### config.mk
export PLATFORM = sky130hd
export DESIGN_NAME = dpraa_host
export DESIGN_NICKNAME = d
export VERILOG_FILES = /design/src/rtl/dpraa_pkg.sv /design/src/rtl/dpraa_sync.sv /design/src/rtl/dpraa_host.sv
export SDC_FILE = /design/constraint.sdc
export NUM_CORES = 1
export LEC_CHECK = 0
export ABC_AREA = 1
export ABC_CLOCK_PERIOD_IN_PS = 1850
export BUFFER_PORTS_ARGS = -buffer_cell sky130_fd_sc_hd__buf_2
export CELL_PAD_IN_SITES_DETAIL_PLACEMENT = 1
export CELL_PAD_IN_SITES_GLOBAL_PLACEMENT = 1
export CORE_UTILIZATION = 39
export CTS_CLUSTER_DIAMETER = 120
export DETAILED_ROUTE_END_ITERATION = 12
export PLACE_DENSITY_LB_ADDON = 0.1
export SYNTH_ARGS = -nofsm -noshare
export SYNTH_HDL_FRONTEND = slang
export SYNTH_SLANG_ARGS = --single-unit
### constraint.sdc
create_clock -name i_ref_clk -period 1.85 [get_ports i_ref_clk]
set_input_delay 0.37 -clock i_ref_clk [delete_from_list [all_inputs] [get_ports i_ref_clk]]
set_output_delay 0.37 -clock i_ref_clk [all_outputs]
set_load 0.01 [all_outputs]
### src/rtl/dpraa_pkg.sv
// Package with shared types and constants for the dual-port memory host controller.
`default_nettype none

package dpraa_pkg;

   // ==========================================================================
   // Widths
   localparam int ADDR_W = 14;
   localparam int DATA_W = 16;
   localparam int CNT_W  = 4;

   // ==========================================================================
   // Timing, in nanoseconds as printed, and derived cycle counts
   localparam int CLK_PERIOD_NS = 8;
   localparam int T_PWE_NS      = 20;
   localparam int T_ACCESS_NS   = 25;
   localparam int T_SOP_NS      = 12;
   localparam int SYNC_STAGES   = 2;

   // Least times round up to whole cycles.
   localparam logic [CNT_W-1:0] PWE_CYC    = CNT_W'((T_PWE_NS + CLK_PERIOD_NS - 1) / CLK_PERIOD_NS);
   localparam logic [CNT_W-1:0] ACCESS_CYC = CNT_W'((T_ACCESS_NS + CLK_PERIOD_NS - 1) / CLK_PERIOD_NS);
   localparam logic [CNT_W-1:0] SOP_CYC    = CNT_W'((T_SOP_NS + CLK_PERIOD_NS - 1) / CLK_PERIOD_NS);
   // Read data pass the pin synchroniser, so the wait covers its stages too.
   localparam logic [CNT_W-1:0] READ_CYC   = CNT_W'(ACCESS_CYC + CNT_W'(SYNC_STAGES));
   localparam logic [CNT_W-1:0] CNT_ONE    = CNT_W'(1);
   localparam logic [CNT_W-1:0] CNT_ZERO   = '0;

   // ==========================================================================
   // Field positions and levels
   localparam int   SEM_BIT  = 0;
   localparam logic LEVEL_HI = 1'h1;
   localparam logic LEVEL_LO = 1'h0;

   // ==========================================================================
   // Types
   typedef enum logic [1:0] {
      DPRAA_OP_MEM_READ,
      DPRAA_OP_MEM_WRITE,
      DPRAA_OP_SEM_READ,
      DPRAA_OP_SEM_WRITE
   } dpraa_op_type;

   typedef struct packed {
      dpraa_op_type        op;
      logic [ADDR_W-1:0]   addr;
      logic [DATA_W-1:0]   wdata;
      logic                upper_lane_select_n;
      logic                lower_lane_select_n;
   } dpraa_cmd_type;

   typedef struct packed {
      logic                port_select_n;
      logic                semaphore_select_n;
      logic                upper_lane_select_n;
      logic                lower_lane_select_n;
      logic                write_n;
      logic                output_enable_n;
      logic [ADDR_W-1:0]   addr;
   } dpraa_pins_type;

   localparam dpraa_pins_type PINS_IDLE = '{
      port_select_n:       1'h1,
      semaphore_select_n:  1'h1,
      upper_lane_select_n: 1'h1,
      lower_lane_select_n: 1'h1,
      write_n:             1'h1,
      output_enable_n:     1'h1,
      addr:                '0
   };

endpackage : dpraa_pkg

`default_nettype wire

### src/rtl/dpraa_sync.sv
// Two-flop synchroniser for the device pins read by the host controller.
`default_nettype none

module dpraa_sync #(
   parameter int               WIDTH       = 1,
   parameter logic [WIDTH-1:0] RESET_VALUE = '0
) (
   input  wire logic             i_ref_clk,
   input  wire logic             i_arst_n,
   input  wire logic [WIDTH-1:0] i_d,
   output var  logic [WIDTH-1:0] o_q
);

   logic [WIDTH-1:0] meta;

   // ==========================================================================
   // Synchroniser stages
   // The first stage feeds only the second, so no logic sees a metastable value.
   always_ff @(posedge i_ref_clk or negedge i_arst_n) begin
      if (!i_arst_n) begin
         meta <= RESET_VALUE;
         o_q  <= RESET_VALUE;
      end else begin
         meta <= i_d;
         o_q  <= meta;
      end
   end

endmodule : dpraa_sync

`default_nettype wire

### src/rtl/dpraa_host.sv
// Host controller that drives one port of an asynchronous dual-port memory.
`default_nettype none

// Overview of operation
// - Write strobe stays high throughout every read cycle.
// - Write strobe is high whenever the address pins change.
// - Data are written only while a select and a lane select overlap low strobe.
// - Memory access: port select low, semaphore select high, lane selects per byte.
// - Port select stays high across semaphore write and read-back.
// - Semaphore request writes data bit zero low with semaphore select active.
// - Slave role only: busy from the device gates writes; no busy output is driven.
// - Semaphore access holds port select high and semaphore select low.
// - Once busy is seen the host returns the write strobe high.
module dpraa_host (
   input  wire logic                    i_ref_clk,
   input  wire logic                    i_arst_n,
   input  wire logic                    i_cmd_valid,
   input  wire dpraa_pkg::dpraa_cmd_type i_cmd,
   output var  logic                    o_cmd_ready,
   output var  logic                    o_rsp_valid,
   output var  logic [15:0]             o_rsp_data,
   output var  dpraa_pkg::dpraa_pins_type o_pins,
   input  wire logic [15:0]             i_data,
   output var  logic [15:0]             o_data,
   output var  logic                    o_data_oe,
   input  wire logic                    i_busy_n
);
   import dpraa_pkg::*;

   typedef enum logic [2:0] {
      ST_IDLE,
      ST_SETUP,
      ST_STROBE,
      ST_RELEASE,
      ST_READ_WAIT,
      ST_RECOVER
   } dpraa_state_type;

   dpraa_state_type   state;
   dpraa_state_type   next_state;
   logic [CNT_W-1:0]  cnt;
   logic [CNT_W-1:0]  next_cnt;
   dpraa_cmd_type     cmd;
   dpraa_pins_type    next_pins;
   dpraa_pins_type    setup_pins;
   logic [DATA_W:0]   sync_q;
   logic              busy_n_s;
   logic [DATA_W-1:0] rdata_s;

   // ==========================================================================
   // Pin inputs
   dpraa_sync #(
      .WIDTH       (DATA_W + 1),
      .RESET_VALUE ({LEVEL_HI, {DATA_W{LEVEL_LO}}})
   ) u_sync (
      .i_ref_clk (i_ref_clk),
      .i_arst_n  (i_arst_n),
      .i_d       ({i_busy_n, i_data}),
      .o_q       (sync_q)
   );

   assign busy_n_s = sync_q[DATA_W];
   assign rdata_s  = sync_q[DATA_W-1:0];

   // ==========================================================================
   // Decode
   wire take      = i_cmd_valid && o_cmd_ready;
   wire in_sem    = (i_cmd.op == DPRAA_OP_SEM_READ) || (i_cmd.op == DPRAA_OP_SEM_WRITE);
   wire in_write  = (i_cmd.op == DPRAA_OP_MEM_WRITE) || (i_cmd.op == DPRAA_OP_SEM_WRITE);
   wire is_write  = (cmd.op == DPRAA_OP_MEM_WRITE) || (cmd.op == DPRAA_OP_SEM_WRITE);
   wire act_write = (state == ST_IDLE) ? in_write : is_write;
   wire cnt_done  = (cnt == CNT_ZERO);
   wire logic [CNT_W-1:0] cnt_dec = cnt_done ? CNT_ZERO : CNT_W'(cnt - CNT_ONE);
   wire drive_on  = (next_state == ST_SETUP) || (next_state == ST_STROBE) || (next_state == ST_RELEASE);
   wire pins_off  = (next_state == ST_IDLE) || (next_state == ST_RECOVER);
   wire finish    = (next_state == ST_RECOVER) && (state != ST_RECOVER);

   // A semaphore cycle keeps port select high and uses the lower lane only.
   assign setup_pins = '{port_select_n:       in_sem,
                         semaphore_select_n:  !in_sem,
                         upper_lane_select_n: in_sem ? LEVEL_HI : i_cmd.upper_lane_select_n,
                         lower_lane_select_n: in_sem ? LEVEL_LO : i_cmd.lower_lane_select_n,
                         write_n:             LEVEL_HI,
                         output_enable_n:     in_write,
                         addr:                i_cmd.addr};

   // Selects settle one cycle before the strobe falls, so the device never floats write data.
   assign next_pins = pins_off ? PINS_IDLE :
                      (state == ST_IDLE) ? setup_pins :
                      '{port_select_n:       o_pins.port_select_n,
                        semaphore_select_n:  o_pins.semaphore_select_n,
                        upper_lane_select_n: o_pins.upper_lane_select_n,
                        lower_lane_select_n: o_pins.lower_lane_select_n,
                        write_n:             (next_state != ST_STROBE),
                        output_enable_n:     o_pins.output_enable_n,
                        addr:                o_pins.addr};

   // ==========================================================================
   // Sequencer
   always_comb begin
      next_state = state;
      next_cnt   = cnt_dec;
      unique case (state)
         ST_IDLE: begin
            if (take) begin
               next_state = ST_SETUP;
            end
         end
         ST_SETUP: begin
            if (!is_write) begin
               next_state = ST_READ_WAIT;
               next_cnt   = CNT_W'(READ_CYC - CNT_ONE);
            end else if (busy_n_s) begin
               next_state = ST_STROBE;
               next_cnt   = CNT_W'(PWE_CYC - CNT_ONE);
            end
         end
         ST_STROBE: begin
            if (!busy_n_s) begin
               next_state = ST_SETUP;
            end else if (cnt_done) begin
               next_state = ST_RELEASE;
            end
         end
         ST_RELEASE: begin
            next_state = ST_RECOVER;
            next_cnt   = CNT_W'(SOP_CYC - CNT_ONE);
         end
         ST_READ_WAIT: begin
            // Data are only valid once busy has gone high again.
            if (!busy_n_s) begin
               next_cnt = CNT_W'(READ_CYC - CNT_ONE);
            end else if (cnt_done) begin
               next_state = ST_RECOVER;
               next_cnt   = CNT_W'(SOP_CYC - CNT_ONE);
            end
         end
         ST_RECOVER: begin
            if (cnt_done) begin
               next_state = ST_IDLE;
            end
         end
      endcase
   end

   always_ff @(posedge i_ref_clk or negedge i_arst_n) begin
      if (!i_arst_n) begin
         state <= ST_IDLE;
         cnt   <= CNT_ZERO;
         cmd   <= '0;
      end else begin
         state <= next_state;
         cnt   <= next_cnt;
         cmd   <= take ? i_cmd : cmd;
      end
   end

   // ==========================================================================
   // Output registers
   always_ff @(posedge i_ref_clk or negedge i_arst_n) begin
      if (!i_arst_n) begin
         o_pins      <= PINS_IDLE;
         o_data      <= '0;
         o_data_oe   <= LEVEL_LO;
         o_cmd_ready <= LEVEL_LO;
         o_rsp_valid <= LEVEL_LO;
         o_rsp_data  <= '0;
      end else begin
         o_pins      <= next_pins;
         o_data      <= take ? i_cmd.wdata : o_data;
         o_data_oe   <= act_write && drive_on;
         o_cmd_ready <= (next_state == ST_IDLE);
         o_rsp_valid <= finish;
         o_rsp_data  <= (finish && !is_write) ? rdata_s : o_rsp_data;
      end
   end
endmodule : dpraa_host

`default_nettype wire

After elaboration in Yosys (flattened, before gate mapping)
Index checks and enable logic that the tools add are counted.
W data, S select, Z words.
{"block": "op_classes", "n_addsub": 1, "multipliers": 0, "div": 0, "order_cmp": 0, "eq_ne": 16, "n_shift": 0, "mux": 20, "n_bitwise": 0, "n_reduce_logical": 16}
{"op": "$mux W20", "count": 2}
{"op": "$mux W3", "count": 8}
{"op": "$mux W4", "count": 5}
{"op": "$pmux W3 S6", "count": 1}
{"op": "$eq A3 B2 Y1 const B", "count": 4}
{"op": "$pmux W4 S3", "count": 1}
{"op": "$eq A3 B3 Y1 const B", "count": 3}
{"op": "$eq A2 B2 Y1 const B", "count": 3}
{"op": "$eq A3 B1 Y1 const B", "count": 2}
{"op": "$logic_not A3 Y1", "count": 2}
{"op": "$logic_or A1 B1 Y1", "count": 6}
{"op": "$eq A2 B1 Y1 const B", "count": 2}
{"op": "$logic_and A1 B1 Y1", "count": 4}
{"op": "$logic_not A4 Y1", "count": 1}
{"op": "$sub A4 B1 Y4 const B", "count": 1}
{"op": "$mux W1", "count": 3}
{"op": "$ne A3 B2 Y1 const B", "count": 1}
{"op": "$ne A3 B3 Y1 const B", "count": 1}
{"op": "$logic_not A1 Y1", "count": 2}
{"op": "$reduce_bool A2 Y1", "count": 1}
{"block": "totals", "ff_bits": 98, "latch_bits": 0, "mem_bits_rw": 0, "romBits": 0, "in_bits": 54, "elab_cells": 70, "mem_count": 0}

Logic depth before layout (Yosys ltp)
{"block": "depth", "depth_word": 8, "mapped_depth": 12}

Cells and area by module
Synthesis repeated with hierarchy kept, for this count alone.
{"block": "hier_totals", "cells_unflattened": 339, "area_unflattened_um2": 3618.5}
{"module": "dpraa_host", "instances": 1, "cells_per_inst": 305, "area_each_um2": 2765.2, "seq_area_each_um2": 1584.0}
{"module": "dpraa_sync", "instances": 1, "cells_per_inst": 34, "area_each_um2": 853.3, "seq_area_each_um2": 853.3}

Worst setup path before layout
No wires, ideal clock.
{"block": "synth_path", "kind": "reg-to-reg", "startpoint": "register u_sync.o_q[16]", "endpoint": "register o_pins[0] (netlist bit)", "arrival_ns": 1.508, "slack_ns": 0.227, "stages_incl_launch_ff": 13, "cell_sequence": "dfstp_2 -> inv_1 -> nand2_1 -> nor2_1 -> nand2_1 -> nand2_1 -> nand2_1 -> nand3_2 -> nor2_2 -> nand2_2 -> nand2_4 -> buf_6 -> nor2_2"}
{"block": "synth_between", "elab_chain_cells": 6, "elab_cells_between_ends": 10, "classes_between": "eq/ne: 1; mux: 6; reduce/logical: 3"}
{"element": "start, declared", "line_no": "dpraa_sync.sv:11", "source": "output var logic [WIDTH-1:0] o_q"}
{"element": "start signal, assigned", "line_no": "dpraa_sync.sv:25", "source": "o_q <= meta;"}
{"element": "$mux W3", "line_no": "dpraa_host.sv:113", "source": "end else if (busy_n_s) begin"}
{"element": "$mux W3", "line_no": "dpraa_host.sv:110", "source": "if (!is_write) begin"}
{"element": "$pmux W3 S6 *", "line_no": "dpraa_host.sv:103", "source": "unique case (state)"}
{"element": "net next_state[0]", "line_no": "dpraa_host.sv:40", "source": "dpraa_state_type next_state;"}
{"element": "$eq A3 B3 Y1 or $logic_not A3 Y1 (tied branches)", "line_no": "dpraa_host.sv:75", "source": "wire pins_off = (next_state == ST_IDLE) || (next_state == ST_RECOVER);"}
{"element": "$logic_or A1 B1 Y1 *", "line_no": "dpraa_host.sv:75"}
{"element": "$mux W20 or $reduce_bool A2 Y1 (tied branches)"}
{"element": "end signal, assigned", "line_no": "dpraa_host.sv:169", "source": "o_pins <= next_pins;"}
{"element": "end, declared", "line_no": "dpraa_host.sv:22", "source": "output var dpraa_pkg::dpraa_pins_type o_pins,"}
The timed path passes the listed nets; every way through them passes the cells marked *.
A chain may end at the register's enable or synchronous reset.

Worst setup path in the final report
{"block": "layout_path", "startpoint": "register state[2]", "endpoint": "register o_pins[14] (netlist bit)"}
{"block": "layout_between", "elab_cells_between_ends": 20, "classes_between": "eq/ne: 6; mux: 10; reduce/logical: 4"}
{"element": "start, declared", "line_no": "dpraa_host.sv:39", "source": "dpraa_state_type state;"}
{"element": "start signal, assigned", "line_no": "dpraa_host.sv:152", "source": "state <= next_state;"}
{"element": "$eq A3 B3 Y1, or another cell as far along", "line_no": "dpraa_host.sv:103"}
{"element": "$pmux W3 S6 *", "line_no": "dpraa_host.sv:103"}
{"element": "net next_state[0]", "line_no": "dpraa_host.sv:40"}
{"element": "$eq A3 B3 Y1 or $logic_not A3 Y1 (tied branches)", "line_no": "dpraa_host.sv:75"}
{"element": "$logic_or A1 B1 Y1 *", "line_no": "dpraa_host.sv:75"}
{"element": "$mux W20 or $reduce_bool A2 Y1 (tied branches)"}
Marked as above.

==> impl_metrics.toml <==
[outcome]
status = "complete, no violations"

[global_routing]
grt_usage_pct = 18.2
grt_pass1_wl_um = 13700
overflow = 0
grt_pass1_vias = 2764
grt_max_degree = 42
antenna_found_initial = 0

[die]
ios = 109
rows = 34
start_util_pct = 40.9
die_area_um2 = 9670
die_width_um = 98.3
die_h_um = 98.3
core_area_um2 = 8850

[route]
wl_per_cell_um = 14.5
drcViolationCount = 0
top_layer_used = "met4"
ant_nets = 0
route.met2.wl_um = 4180
drt-total-wl_um = 8350
avgViaCountPerCell = 4.59
drt-pass1-iter-count = 6
wl_met1_um = 3720
drtIter0Drc = 93
met3_length_um = 374
num_vias = 2646

[synthesis]
ys.flop_type = "dfrtp_1"
ys_seq_elements = 97
yosysSeqAreaShare_pct = 67.4
synthArstFlopShare_pct = 100
yosys_warnings = 0
syn_avg_cell_area_um2 = 10.7
netlist_top_cells_area = "dfrtp_1 62%, nand2_1 13%, dfstp_2 5.8%"
synth_edf_count = 0
syn_nets = 393
synthCells = 339
yosys.area.top_type = "dfrtp_1"
yosysMostFrequentCell = "nand2_1"
synth.top_cell.area_share_pct = 61.5
ys_types = 25
synthesis.area_um2 = 3620
yosys-top-cells-count = "121 x nand2_1, 89 x dfrtp_1, 27 x inv_1"

[layout]
drive_above_1_share_pct = 41.2
synthToLayoutAreaGrowth_pct = 28.5
fin_cells = 576
n_fill_cell = 1033
nNetsFinal = 517
diodes = 0

[sta]
finalCriticalPeriod_ns = 1.73
setup-violations-final = 0
slew_headroom_pct = 73.7
hold_violations = 0
worst_slew_pin_slew_ns = 0.395
finalMaxSlewViolations = 0
fmax_mhz = 577
clock_skew_ns = 0.0141
finalWorstSetupSlack_ns = 0.117
finalSetupTns_ns = 0
finalCritPeriodShare_pct = 93.7
holdWs_ns = 0.102

[clock_tree]
cts-root-buf = "clkbuf_8"
cts_tree = "yes"
htree_levels = 3
clk_latency_ns = 0.36
clk_pin_slew_ns = 0.11
cts_buffers = 9
cts_sinks = 97
clockBufferDepth = 2

[worst_setup_path]
cp_max_fo = 8
crit_path_start_kind = "flip-flop"
path_cells = "inv_4 > nand3_1 > a21boi_1 > nand3_4 > nand2_1 > buf_4 > nand4_1"
cp.required_ns = 2.12
reg2reg_to = "o_pins[14]"
critPathCaptureType = "flip-flop"
critPathMaxStageDelay_ns = 0.46
arrival_ns = 2.01
r2r_slack_ns = 0.12
worstSetupPathType = "flip-flop to flip-flop"
reg2reg_depth = 7
critPathSlowestCell = "dfrtp_2"
reg2reg_from = "state[2]"

[placed_design]
dp.cells = 557
dp_hpwl_um = 5850
gp_congestion = 0.880
port_buffers = 108
pre_cts_ws_ns = 0.0366

[pwr]
p_leak_nw = 2.46
max-vdd-ir-drop_mv = 0.861
power_density_nw_per_um2 = 1730

[worst_hold_path]
hold_end = "u_sync.meta[3]"
min_path_cells = 1
min_path_type = "primary input to flip-flop"
hp-start = "i_data[3]"

[flow_run]
max_cap_viol_count = 0
per-stage QoR:
step	utilization, %	total power (W)	instance area, um^2
4_1_cts	51.9	0.00797	4590
2_1_floorplan	-	0.00527	3620
3_5_place_dp	49.3	0.00644	4360
5_1_grt	52.5	0.00865	4650
6_report	52.5	0.00803	4650
3_3_place_gp	49.3	0.00630	4360
worst max-delay path: cells and delay by family (launching register included):
family                 cells  cell delay [ns]
AO/OA/AOI/OAI              1             0.29
buffers and inverters      2             0.27
flip-flops                 1             0.46
AND/OR/NAND/NOR            4             0.63
flip-flops by register name, indices dropped and copies added, names as in the netlist:
name / count
o_rsp_data: 16
o_cmd_ready: 1
o_rsp_valid: 1
o_data_oe: 1
o_pins: 20
u_sync.o_q: 17
state: 3
cmd: 1
u_sync.meta: 17
o_data: 16
cnt: 4
final cells by class:
cell class	count	area, um^2	share of cell area (%)
Sequential cell	97	2440	52.5
Multi-Input combinational cell	205	1060	22.8
Timing Repair Buffer	121	681	14.6
Tap cell	108	135	2.91
Clock buffer	9	124	2.66
Inverter	29	111	2.40
Clock inverter	7	95.1	2.05
cells in the final DEF, fill, tap and decap left out:
master and instances:
clkbuf_8 9, o21ai_0 9, inv_4 1, nor2_1 9
clkinvlp_4 2, nor2_2 14, a21oi_1 4, inv_1 26
dfrtp_2 3, nand3_1 11, bufinv_16 1, nand4_1 4
buf_12 3, inv_2 2, dfstp_2 8, nand2_4 1
mux2_2 16, buf_2 107, nand2_8 1, clkinv_8 1
nor3_1 1, o22ai_1 1, a21boi_1 1, nand3_2 1
nand4_2 1, inv_8 3, nand2_2 3, o21ai_1 2
nand3_4 1, dfrtp_1 86, buf_4 10, nand2_1 120
nor2_4 3, dlygate4sd3_1 1, or2_2 2
worst max path at each step:
| stage | from | end | slack [ns] | cells after the start |
|---|---|---|---|---|
| 6_report | state[2] | o_pins[14] | 0.12 | 7 |
| 5_1_grt | state[1] | o_rsp_data[7] | -0.004 | 10 |
| 4_1_cts | state[1] | o_rsp_data[7] | 0.001 | 12 |
| 3_5_place_dp | state[1] | o_rsp_data[7] | 0.04 | 12 |
| 3_3_place_gp | cnt[3] | o_pins[8] | 0.14 | 8 |
| 2_1_floorplan | u_sync.o_q[16] | o_pins[0] | 0.23 | 12 |
report_power, final:
part / internal, W / total (W) / switching (W)
Combinational: 0.00133 / 0.00342 / 0.00209
Sequential: 0.00276 / 0.00312 / 0.000357
Clock: 0.000665 / 0.00149 / 0.000829
Total: 0.00476 / 0.00803 / 0.00327
routing by layer:
layer  vias to the layer above  GRT usage [%]
met5                         -              0
met4                         0           5.17
met3                         6           4.87
met2                        64           31.1
met1                      1276           22.9
li1                       1300              -
cells by family (layout without fill, tap and decap cells):
group	count (synthesis)	count (layout)	synth area share (%)
AOI/OAI and AO/OA	17	17	2.46
DFF	97	97	67.4
and+or+nand+nor	172	172	20.9
buffers and inverters	37	166	4.29
muxes	16	16	4.98
what timing repair did:
item,in CTS,in global routing
setup buffers,0,2
endpoints found under the hold margin,22,0
gates resized for setup,0,13
endpoints found under the setup margin,0,33
hold buffers,1,0
(Power assumes the default switching activity.)
